--- src/tcam_layout_pkg.sv ---
/*
  Shared constants for the rule layout and default-rule lookup of the
  classification and second ingress match engines.
  Assumes one switch core clock; imported whole by every design file.
*/
package tcam_layout_pkg;

  localparam int unsigned ADDR_W = 16;
  localparam int unsigned BIT_W = 10;
  localparam int unsigned DEF_IDX_W = 7;
  localparam int unsigned BLK_W = 4;

  localparam logic [5:0] ENTRY_BITS = 6'd36;
  localparam logic [6:0] ACTION_BITS = 7'd70;
  localparam int unsigned ADDRS_PER_BLOCK = 4096;
  localparam int unsigned MAX_OFFSETS = 16;

  localparam logic [2:0] LG_X1 = 3'd0;
  localparam logic [2:0] LG_X4 = 3'd2;
  localparam logic [2:0] LG_X16 = 3'd4;

  localparam logic [ADDR_W-1:0] CLS_A_DEF_BASE = 16'd32768;
  localparam logic [ADDR_W-1:0] CLS_B_DEF_BASE = 16'd34592;
  localparam logic [ADDR_W-1:0] CLS_C_DEF_BASE = 16'd36416;
  localparam logic [ADDR_W-1:0] ING2_DEF_BASE = 16'd38240;
  localparam int unsigned DEF_STRIDE_LG = 4;
  localparam logic [DEF_IDX_W-1:0] CLS_DEF_COUNT = 7'd114;
  localparam logic [DEF_IDX_W-1:0] ING2_DEF_COUNT = 7'd58;

  typedef enum logic [1:0] {
    ENG_CLS_A = 2'b00,
    ENG_CLS_B = 2'b01,
    ENG_CLS_C = 2'b10,
    ENG_ING2 = 2'b11
  } engine_e;

endpackage

--- src/layout_query_if.sv ---
/*
  Carrier between the lookup top and the bit-slice calculator.
  Assumes both ends sit on the same clock; the carrier is combinational.
*/
`timescale 1ns/1ps
`default_nettype none
interface layout_query_if;
  import tcam_layout_pkg::*;
  logic is_ing2;
  logic [2:0] size_lg;
  logic [3:0] offset;
  logic legal;
  logic [2:0] tag_w;
  logic [4:0] tag_v;
  logic [BIT_W-1:0] e_lo;
  logic [BIT_W-1:0] e_hi;
  logic act_used;
  logic [BIT_W-1:0] a_lo;
  logic [BIT_W-1:0] a_hi;
  modport ask (output is_ing2, size_lg, offset,
               input legal, tag_w, tag_v, e_lo, e_hi, act_used, a_lo, a_hi);
  modport calc (input is_ing2, size_lg, offset,
                output legal, tag_w, tag_v, e_lo, e_hi, act_used, a_lo, a_hi);
endinterface
`default_nettype wire

--- src/rule_slice_map.sv ---
/*
  Combinational bit-slice calculator: for an engine, rule size and address
  offset, gives the entry tag and the entry/action bit ranges held there.
  Assumes the caller registers the result.
*/
`timescale 1ns/1ps
`default_nettype none
module rule_slice_map
  import tcam_layout_pkg::*;
(
  layout_query_if.calc q
);

  function automatic logic [2:0] tag_width(input logic ing2, input logic act,
                                           input logic [2:0] lg, input logic [3:0] off);
    logic [2:0] lvl;
    lvl = lg;
    if (off != 4'h0) begin
      if (off[0]) lvl = 3'd0;
      else if (off[1]) lvl = 3'd1;
      else if (off[2]) lvl = 3'd2;
      else lvl = 3'd3;
    end
    if (ing2) begin
      if (act) tag_width = 3'd0;
      else if (lvl >= 3'd2) tag_width = lvl - 3'd1;
      else tag_width = 3'd0;
    end else begin
      tag_width = lvl + 3'd1;
    end
  endfunction

  logic [2:0] act_lg;
  logic [BIT_W-1:0] e_acc;
  logic [BIT_W-1:0] a_acc;
  logic [BIT_W-1:0] e_now;
  logic [BIT_W-1:0] a_now;

  always_comb begin
    // Action never wider than four addresses, even under a wider entry
    act_lg = (q.size_lg > LG_X4) ? LG_X4 : q.size_lg;
    e_acc = '0;
    a_acc = '0;
    for (int k = 0; k < MAX_OFFSETS; k++) begin
      if (4'(k) < q.offset) begin
        e_acc = e_acc + BIT_W'(ENTRY_BITS - 6'(tag_width(q.is_ing2, 1'b0, q.size_lg, 4'(k))));
        a_acc = a_acc + BIT_W'(ACTION_BITS - 7'(tag_width(q.is_ing2, 1'b1, act_lg, 4'(k))));
      end
    end
    q.tag_w = tag_width(q.is_ing2, 1'b0, q.size_lg, q.offset);
    q.tag_v = (q.offset == 4'h0) ? 5'(5'h01 << (q.tag_w - 3'd1)) : 5'h00;
    e_now = BIT_W'(ENTRY_BITS - 6'(q.tag_w));
    a_now = BIT_W'(ACTION_BITS - 7'(tag_width(q.is_ing2, 1'b1, act_lg, q.offset)));
    q.e_lo = e_acc;
    q.e_hi = e_acc + e_now - BIT_W'(1);
    q.act_used = ({1'b0, q.offset} < (5'h01 << act_lg));
    q.a_lo = q.act_used ? a_acc : '0;
    q.a_hi = q.act_used ? (a_acc + a_now - BIT_W'(1)) : '0;
    q.legal = (q.size_lg <= LG_X16) && ({1'b0, q.offset} < (5'h01 << q.size_lg))
              && (!q.is_ing2 || q.size_lg >= LG_X4);
  end

endmodule
`default_nettype wire

--- src/tcam_rule_layout_default_hit.sv ---
/*
  Lookup resolver and rule-layout query for the classification engine
  (three instances) and the second ingress engine. Picks the default rule in
  parallel with each key, falls back to it on a miss, and names the counter
  to bump. Assumes the match array answers in the same cycle as the key and
  that software keeps the tag, alignment and write-order duties.
*/
// How it works
// - classification bits packed across addresses after tags
// - default rule chosen alongside every submitted key
// - no blocks allocated means default rule hit
// - three instances, 114 defaults, first base 32768 stride 16
// - other instance bases 34592 and 36416, stride 16
// - second ingress: 4096 addresses/block, 36+70 bits, counter
// - second ingress entries X4/X8/X16, actions X4 only
// - second ingress bits packed, sixteen-address ends 568
// - second ingress has 58 defaults at 38240+16n
// - second ingress falls back to default on miss
// - matched rule bumps counter at its offset zero
`timescale 1ns/1ps
`default_nettype none
module tcam_rule_layout_default_hit
  import tcam_layout_pkg::*;
(
  input wire logic i_core_clk,
  input wire logic i_rst_b,
  input wire logic i_key_valid,
  input wire logic [1:0] i_key_engine,
  input wire logic [DEF_IDX_W-1:0] i_key_default_idx,
  input wire logic [BLK_W-1:0] i_key_blocks,
  input wire logic i_match_hit,
  input wire logic [ADDR_W-1:0] i_match_addr,
  input wire logic i_map_req,
  input wire logic i_map_ing2,
  input wire logic [2:0] i_map_size_lg,
  input wire logic [3:0] i_map_offset,
  output logic o_res_valid,
  output logic o_res_default,
  output logic o_res_idx_err,
  output logic [ADDR_W-1:0] o_res_addr,
  output logic o_cnt_inc,
  output logic [ADDR_W-1:0] o_cnt_addr,
  output logic o_map_ack,
  output logic o_map_legal,
  output logic [2:0] o_map_tag_w,
  output logic [4:0] o_map_tag_v,
  output logic [BIT_W-1:0] o_map_e_lo,
  output logic [BIT_W-1:0] o_map_e_hi,
  output logic o_map_act_used,
  output logic [BIT_W-1:0] o_map_a_lo,
  output logic [BIT_W-1:0] o_map_a_hi
);

  typedef struct packed {
    logic res_valid;
    logic res_default;
    logic res_idx_err;
    logic [ADDR_W-1:0] res_addr;
    logic cnt_inc;
    logic [ADDR_W-1:0] cnt_addr;
    logic map_ack;
    logic map_legal;
    logic [2:0] tag_w;
    logic [4:0] tag_v;
    logic [BIT_W-1:0] e_lo;
    logic [BIT_W-1:0] e_hi;
    logic act_used;
    logic [BIT_W-1:0] a_lo;
    logic [BIT_W-1:0] a_hi;
  } state_s;

  state_s state_q;
  state_s state_d;

  layout_query_if lq ();

  assign lq.is_ing2 = i_map_ing2;
  assign lq.size_lg = i_map_size_lg;
  assign lq.offset = i_map_offset;

  rule_slice_map u_map (
    .q(lq)
  );

  engine_e eng;
  logic [ADDR_W-1:0] def_base;
  logic [DEF_IDX_W-1:0] def_count;
  logic [DEF_IDX_W-1:0] def_idx;
  logic [ADDR_W-1:0] def_addr;
  logic idx_bad;
  logic hit;

  always_comb begin
    eng = engine_e'(i_key_engine);
    def_base = CLS_A_DEF_BASE;
    def_count = CLS_DEF_COUNT;
    case (eng)
      ENG_CLS_A: begin
        def_base = CLS_A_DEF_BASE;
        def_count = CLS_DEF_COUNT;
      end
      ENG_CLS_B: begin
        def_base = CLS_B_DEF_BASE;
        def_count = CLS_DEF_COUNT;
      end
      ENG_CLS_C: begin
        def_base = CLS_C_DEF_BASE;
        def_count = CLS_DEF_COUNT;
      end
      ENG_ING2: begin
        def_base = ING2_DEF_BASE;
        def_count = ING2_DEF_COUNT;
      end
      default: begin
        def_base = CLS_A_DEF_BASE;
        def_count = CLS_DEF_COUNT;
      end
    endcase
    // Out-of-range index falls back to default rule zero rather than alias
    idx_bad = (i_key_default_idx >= def_count);
    def_idx = idx_bad ? '0 : i_key_default_idx;
    def_addr = def_base + ADDR_W'({def_idx, {DEF_STRIDE_LG{1'b0}}});
    // No blocks means the array cannot match, whatever it reports
    hit = i_match_hit && (i_key_blocks != '0);
  end

  always_comb begin
    state_d = state_q;
    state_d.res_valid = i_key_valid;
    state_d.cnt_inc = i_key_valid;
    if (i_key_valid) begin
      state_d.res_default = !hit;
      state_d.res_idx_err = idx_bad;
      state_d.res_addr = hit ? i_match_addr : def_addr;
      state_d.cnt_addr = hit ? i_match_addr : def_addr;
    end
    state_d.map_ack = i_map_req;
    if (i_map_req) begin
      state_d.map_legal = lq.legal;
      state_d.tag_w = lq.tag_w;
      state_d.tag_v = lq.tag_v;
      state_d.e_lo = lq.e_lo;
      state_d.e_hi = lq.e_hi;
      state_d.act_used = lq.act_used;
      state_d.a_lo = lq.a_lo;
      state_d.a_hi = lq.a_hi;
    end
  end

  always_ff @(posedge i_core_clk) begin
    if (!i_rst_b) begin
      state_q <= '0;
    end else begin
      state_q <= state_d;
    end
  end

  assign o_res_valid = state_q.res_valid;
  assign o_res_default = state_q.res_default;
  assign o_res_idx_err = state_q.res_idx_err;
  assign o_res_addr = state_q.res_addr;
  assign o_cnt_inc = state_q.cnt_inc;
  assign o_cnt_addr = state_q.cnt_addr;
  assign o_map_ack = state_q.map_ack;
  assign o_map_legal = state_q.map_legal;
  assign o_map_tag_w = state_q.tag_w;
  assign o_map_tag_v = state_q.tag_v;
  assign o_map_e_lo = state_q.e_lo;
  assign o_map_e_hi = state_q.e_hi;
  assign o_map_act_used = state_q.act_used;
  assign o_map_a_lo = state_q.a_lo;
  assign o_map_a_hi = state_q.a_hi;

endmodule
`default_nettype wire
--- config.mk ---
export PLATFORM = sky130hd
export DESIGN_NAME = tcam_rule_layout_default_hit
export DESIGN_NICKNAME = d
export VERILOG_FILES = /design/src/tcam_layout_pkg.sv /design/src/layout_query_if.sv /design/src/rule_slice_map.sv /design/src/tcam_rule_layout_default_hit.sv
export SDC_FILE = /design/constraint.sdc
export NUM_CORES = 1
export LEC_CHECK = 0
export BUFFER_PORTS_ARGS = -buffer_cell sky130_fd_sc_hd__buf_2
export CAP_MARGIN = 25
export CELL_PAD_IN_SITES_DETAIL_PLACEMENT = 0
export CELL_PAD_IN_SITES_GLOBAL_PLACEMENT = 2
export CORE_ASPECT_RATIO = 1.25
export CORE_UTILIZATION = 36
export DETAILED_ROUTE_END_ITERATION = 8
export HOLD_SLACK_MARGIN = 0.1
export MAX_ROUTING_LAYER = met4
export PLACE_DENSITY = 0.86
export REMOVE_ABC_BUFFERS = 1
export SYNTH_ARGS = -nofsm -noshare
export SYNTH_HDL_FRONTEND = slang
export SYNTH_SLANG_ARGS = --single-unit
--- constraint.sdc ---
create_clock -name i_core_clk -period 22.4 [get_ports i_core_clk]
set_input_delay 4.48 -clock i_core_clk [delete_from_list [all_inputs] [get_ports i_core_clk]]
set_output_delay 4.48 -clock i_core_clk [all_outputs]
set_load 0.03 [all_outputs]
==> results of run 1 <==
## state kept, by name, summed over array words and instances, names as in the netlist
name,count
o_map_legal,1
o_res_idx_err,1
o_cnt_inc,1
o_cnt_addr,16
o_map_e_hi,10
o_map_a_lo,10
o_map_ack,1
o_map_a_hi,10
o_map_tag_w,3
o_map_act_used,1
o_res_default,1
o_map_e_lo,10
o_map_tag_v,5
## cell usage after synthesis (all sizes together) (9+ instances only)
library cell | count | share of area
a211oi | 25 | 0.015
a21boi | 16 | 0.0093
a21o | 36 | 0.021
a21oi | 102 | 0.040
a31oi | 31 | 0.015
and2 | 28 | 0.014
and3 | 13 | 0.0067
buf | 24 | 0.014
clkbuf | 64 | 0.019
dfxtp | 70 | 0.11
fa | 22 | 0.034
ha | 134 | 0.13
inv | 120 | 0.035
mux2 | 15 | 0.013
mux2i | 31 | 0.024
nand2 | 168 | 0.049
nand2b | 32 | 0.016
nand3 | 46 | 0.018
nand4 | 14 | 0.0073
nor2 | 140 | 0.041
nor2b | 25 | 0.012
nor3 | 37 | 0.015
nor3b | 12 | 0.0070
o211a | 21 | 0.016
o211ai | 20 | 0.012
o21a | 20 | 0.012
o21ai | 100 | 0.039
o21bai | 9 | 0.0053
o22ai | 13 | 0.0063
o31ai | 10 | 0.0062
or2 | 13 | 0.0065
or3 | 18 | 0.0088
xnor2 | 113 | 0.079
xnor3 | 16 | 0.028
xor2 | 58 | 0.040
## stage by stage
step / setup slack, ns / instances / hold WS, ns / util / area (sq um)
floorplan: 4.781 / 1635 / 0.5707 / - / 12430
global placement: 4.045 / 2258 / 0.4288 / 0.3922 / 13830
detailed placement: 3.721 / 2259 / 0.4371 / 0.3924 / 13840
CTS: 4.047 / 2275 / 0.4464 / 0.4009 / 14140
global route: 2.613 / 2276 / 0.4700 / 0.4011 / 14140
finish: 4.059 / 2276 / 0.4388 / 0.4011 / 14140
## area by class of cell
class	instances	area, sq um
fillers	3770	21120
multi-input cells	1445	10590
flip-flops and latches	70	1401
clock buffers	10	229.0
well taps	474	593.1
repair buffers	151	813.3
clock inverters	6	70.07
inverters	120	450.4
## worst min path at each step
stage                   startpoint              to  depth (start not counted)
global placement    o_map_act_used  o_map_act_used                          2
floorplan           o_map_act_used  o_map_act_used                          2
CTS                 o_map_act_used  o_map_act_used                          2
detailed placement  o_map_act_used  o_map_act_used                          2
finish              o_map_act_used  o_map_act_used                          2
global route         o_map_a_lo[1]   o_map_a_lo[1]                          2
## tightest hold or removal path, delay by kind of cell, from the launching register on
kind,cells,cell delay [ns]
flops,1,0.30
simple gates,2,0.09
## cells in the final DEF, fill, tap and decap left out, drive strengths merged, types with 46 or more instances in the layout
cell and n:
a21oi 102, buf 151, dfxtp 70, ha 134
inv 121, nand2 168, nand3 46, nor2 140
o21ai 100, xnor2 113, xor2 58
## metal layers
| metal | up-vias | global-route usage | share of wire |
|---|---|---|---|
| met5 | - | - | 0 |
| met4 | 0 | 0.08159 | 0.035 |
| met3 | 69 | 0.01594 | 0.031 |
| met2 | 244 | 0.3748 | 0.49 |
| met1 | 5711 | 0.2393 | 0.44 |
| li1 | 6282 | - | - |
## cells by family after synthesis
group | Yosys count | synth area share
compound gates | 481 | 0.2532
xor+xnor | 189 | 0.1508
fa+ha+maj | 156 | 0.1648
buf+inv | 208 | 0.06759
flops | 70 | 0.1091
mux | 46 | 0.03730
other cells | 1 | 0.0002919
simple gates | 572 | 0.2170
==> reports/results.md, run 1 <==
### Die
• **die area** 36450 sq um
• **Die X** 171.0 microns
• **count of pins on the block boundary** 129
• **number of standard-cell rows in the floorplan** 77
• **initial core utilization** 0.3643
• **core area** 35260 sq um
• **die outline height** 213.2 microns

### GRT
• **Overall Global Routing Usage** 0.2088
• **GR Overflow Total** 0
• **vias in the first global route** 12040
• **maximum number of pins on one net before global-route repair** 51
• **number of antenna violations at the first check in global routing** 0
• **first-pass GRT wire length** 60.06 mm

### Worst setup path
• **classification of the worst setup path** input port to register
• **Worst R2R End** o_map_e_lo[4]
• **Critical Path Source Type** input port
• **cell count along the critical path** 64
• **standard cell with the maximum stage delay on the critical path** sky130_fd_sc_hd__buf_4
• **CP Capture Point** o_map_e_hi[8]
• **critical path fanouts, max** 50
• **timing startpoint of the critical path** i_map_ing2
• **slowest stage delay, CP** 0.59 ns
• **number of cells on the worst reg-to-reg path** 3
• **number of buffer and inverter stages on the critical path** 6
• **critical path arrival** 18.62 ns
• **Top delay family on crit path** adder cells
• **FF-to-FF Start** o_map_e_lo[4]
• **Critical Path RT** 22.68 ns
• **setup slack of the worst register-to-register path** 21.67 ns
• **element type at the critical path end** register

### Routing
• **violation count after the first detailed-route iteration** 558
• **detailed-route wire length per cell** 15.96 microns
• **DRC errors left** 0
• **total via count after detailed routing** 12310
• **Post-DRT Antenna Nets** 0
• **routed wire length** 36.32 mm
• **detail-routed via count per cell** 5.407
• **DRT Pass-1 Iters** 4

### Synth
• **EDFF count, synth** 0
• **post-synthesis cell count** 1723
• **flip-flop and latch count after synthesis** 70
• **Post-synth ARST share** 0
• **most frequently used flop master after synthesis** sky130_fd_sc_hd__dfxtp_1
• **number of distinct library cells after synthesis** 88
• **Synth Cell Area** 12850 sq um
• **count of yosys warnings during synthesis** 0
• **Mapped Avg Cell Area** 7.456 sq um
• **sequential area share after synthesis** 0.1091

### STA
• **crit share post-route** 0.8188
• **pins over their slew limit** 0
• **setup repair after global routing missed its margin** false
• **Setup Total Neg Slack** 0 ns
• **Final setup violation count** 0
• **final hold viol count** 0
• **Min Clock Period, post-route** 18.34 ns
• **slew of the pin with the lowest slew margin** 1.019 ns
• **largest clock skew in the final design** 0 ns
• **relative max-transition margin** 0.3132
• **fmax** 54.52 MHz

### Clocking
• **CTS Buf Count** 9
• **cell chosen for the clock root** sky130_fd_sc_hd__clkbuf_16
• **total of hold buffers inserted after clock tree synthesis** 0
• **H-tree depth reported by CTS** 3
• **clock input transition at the sequential cells of the worst setup and hold paths** 0.06 ns
• **maximum number of buffers from clock root to sink** 2
• **post-cts repair resize count** 0
• **clock tree from TritonCTS** yes
• **post-CTS setup buffer count** 0
• **clock latency on the worst-skew pair** 0.34 ns
• **Clock Sink Count** 70

### Worst hold path
• **worst min-delay path category** register to register

### Placement
• **number of buffers inserted by port buffering** 128
• **gp weighted congestion** 0.8547
• **Detail Placement HPWL** 29.08 mm

### Finish
• **number of antenna repair diodes** 0
• **net total in the final layout** 1995
• **layout cell share with drive strength beyond 1** 0.1221
• **area delta synth->final** 10.09%

### Status
• **status** complete, no violations

### Job
• **number of max-cap violations** 0

Power of run 1 is not shown: default switching activity piles up to over one toggle a cycle in this logic, so the estimate is an artifact.
==> run 2, diff against run 1 <==
==> constraint.sdc (replaced) <==
create_clock -name i_core_clk -period 18.2 [get_ports i_core_clk]
set_input_delay 3.64 -clock i_core_clk [delete_from_list [all_inputs] [get_ports i_core_clk]]
set_output_delay 3.64 -clock i_core_clk [all_outputs]
set_load 0.03 [all_outputs]
==> reports/results.md, run 2 (synthesized netlist as in run 1, its figures left out) <==
### Routing
• **total met3 wirelength after detailed routing** 1.252 mm, was 1.114 mm
• **met2 wire len** 17.93 mm, was 17.83 mm
• **detail-routed via count per cell** 5.421, was 5.407
• **Post-DRT Antenna Nets** 0, unchanged
• **routed wire length** 36.66 mm, was 36.32 mm
• **total via count after detailed routing** 12360, was 12310
• **Post-Route M1 WL** 16.25 mm, was 16.10 mm
• **detailed-route wire length per cell** 16.08 microns, was 15.96 microns
• **DRC errors left** 0, unchanged
• **DRT Pass-1 Iters** 5, was 4
• **Top Layer Used** met4, unchanged
• **violation count after the first detailed-route iteration** 582, was 558

### Die
• **number of standard-cell rows in the floorplan** 77, unchanged
• **core area** 35260 sq um, unchanged
• **die area** 36450 sq um, unchanged
• **die outline height** 213.2 microns, unchanged
• **Die X** 171.0 microns, unchanged
• **initial core utilization** 0.3643, unchanged
• **count of pins on the block boundary** 129, unchanged

### GRT
• **number of antenna violations at the first check in global routing** 0, unchanged
• **maximum number of pins on one net before global-route repair** 48, was 51
• **vias in the first global route** 11780, was 12040
• **first-pass GRT wire length** 59.14 mm, was 60.06 mm
• **GR Overflow Total** 0, unchanged
• **Overall Global Routing Usage** 0.2071, was 0.2088

### Finish
• **count of placed standard cells in the final layout, fillers left out** 2280, was 2276
• **max reg flops** 16, unchanged
• **area delta synth->final** 10.45%, was 10.09%
• **number of antenna repair diodes** 0, unchanged
• **most common cell after layout, fill and taps aside** sky130_fd_sc_hd__nand2_1, unchanged
• **most frequent cells in the layout** 168 x sky130_fd_sc_hd__nand2_1, 140 x sky130_fd_sc_hd__nor2_1, 134 x sky130_fd_sc_hd__ha_1, 128 x sky130_fd_sc_hd__buf_2, 119 x sky130_fd_sc_hd__inv_1, unchanged
• **layout cell share with drive strength beyond 1** 0.1240, was 0.1221
• **net total in the final layout** 1999, was 1995

### Placement
• **gp weighted congestion** 0.8472, was 0.8547
• **dpl ws** 1.022 ns, was 3.721 ns
• **instance count after placement with tap cells included** 2263, was 2259
• **Detail Placement HPWL** 29.70 mm, was 29.08 mm
• **number of buffers inserted by port buffering** 128, unchanged

### Clocking
• **post-CTS setup buffer count** 0, unchanged
• **clock input transition at the sequential cells of the worst setup and hold paths** 0.06 ns, about the same
• **Clock Sink Count** 70, unchanged
• **H-tree depth reported by CTS** 3, unchanged
• **clock tree from TritonCTS** yes, unchanged
• **total of hold buffers inserted after clock tree synthesis** 0, unchanged
• **clock latency on the worst-skew pair** 0.34 ns, about the same
• **post-cts repair resize count** 0, unchanged
• **CTS Buf Count** 9, unchanged
• **cell chosen for the clock root** sky130_fd_sc_hd__clkbuf_16, unchanged
• **maximum number of buffers from clock root to sink** 2, unchanged

### Worst setup path
• **Critical Path RT** 18.48 ns, was 22.68 ns
• **number of cells on the worst reg-to-reg path** 2, was 3
• **number of buffer and inverter stages on the critical path** 4, was 6
• **slowest stage delay, CP** 0.61 ns, was 0.59 ns
• **critical path arrival** 17.10 ns, was 18.62 ns
• **element type at the critical path end** register, unchanged
• **cell count along the critical path** 63, was 64
• **Critical Path Source Type** input port, unchanged
• **classification of the worst setup path** input port to register, unchanged
• **critical path fanouts, max** 17, was 50
• **standard cell with the maximum stage delay on the critical path** sky130_fd_sc_hd__a221oi_1, was sky130_fd_sc_hd__buf_4
• **Top delay family on crit path** adder cells, unchanged

### STA
• **setup repair after global routing missed its margin** false, unchanged
• **slew of the pin with the lowest slew margin** 1.040 ns, was 1.019 ns
• **Setup Total Neg Slack** 0 ns, unchanged
• **pins over their slew limit** 0, unchanged
• **Min Clock Period, post-route** 16.81 ns
• **Final setup violation count** 0, unchanged
• **crit share post-route** 0.9239
• **fmax** 59.47 MHz
• **largest clock skew in the final design** 0 ns, unchanged
• **final hold viol count** 0, unchanged
• **relative max-transition margin** 0.3023, was 0.3132
• **Final WS setup** 1.386 ns, was 4.059 ns

### Worst hold path
• **cell depth of the worst min-delay path** 2, unchanged
• **worst min-delay path category** register to register, unchanged

### Status
• **status** complete, no violations, unchanged

### Job
• **number of max-cap violations** 0, unchanged

==> run 2: worst register-to-register path: stages, from the launching register on <==
cell	delay [ns]
sky130_fd_sc_hd__dfxtp_1	0.33
sky130_fd_sc_hd__o21ai_0	0.16
sky130_fd_sc_hd__a31oi_1	0.06
==> run 2: final timing paths <==
kind / from / to / slack, ns
max: i_map_ing2 / o_map_e_hi[8] / 1.39
min: o_map_act_used / o_map_act_used / 0.44
max reg2reg: o_cnt_addr[15] / o_cnt_addr[15] / 17.51
min reg2reg: o_map_act_used / o_map_act_used / 0.44
==> run 2: cell type report <==
cell class	count	area, sq um
fill	3710	21070
multi-input combinational	1445	10590
sequential	70	1401
timing repair buffer	155	843.3
tap	474	593.1
inverter	120	450.4
clock buffer	10	229.0
clock inverter	6	86.33
==> run 2: metrics by stage <==
step           cell area (sq um)  hold slack (ns)  utilization
2_1_floorplan              12430           0.5707            -
4_1_cts                    14180           0.4431       0.4022
3_3_place_gp               13860           0.4294       0.3931
5_1_grt                    14190           0.4719       0.4024
3_5_place_dp               13870           0.4342       0.3933
6_report                   14190           0.4391       0.4024
==> run 2: metal layers <==
metal / GRT usage / up-vias
met1: 0.2432 / 5766
li1: - / 6282
met4: 0.08282 / 0
met3: 0.01168 / 54
met5: - / -
met2: 0.3668 / 259
Power of run 2 is left out for the same reason.
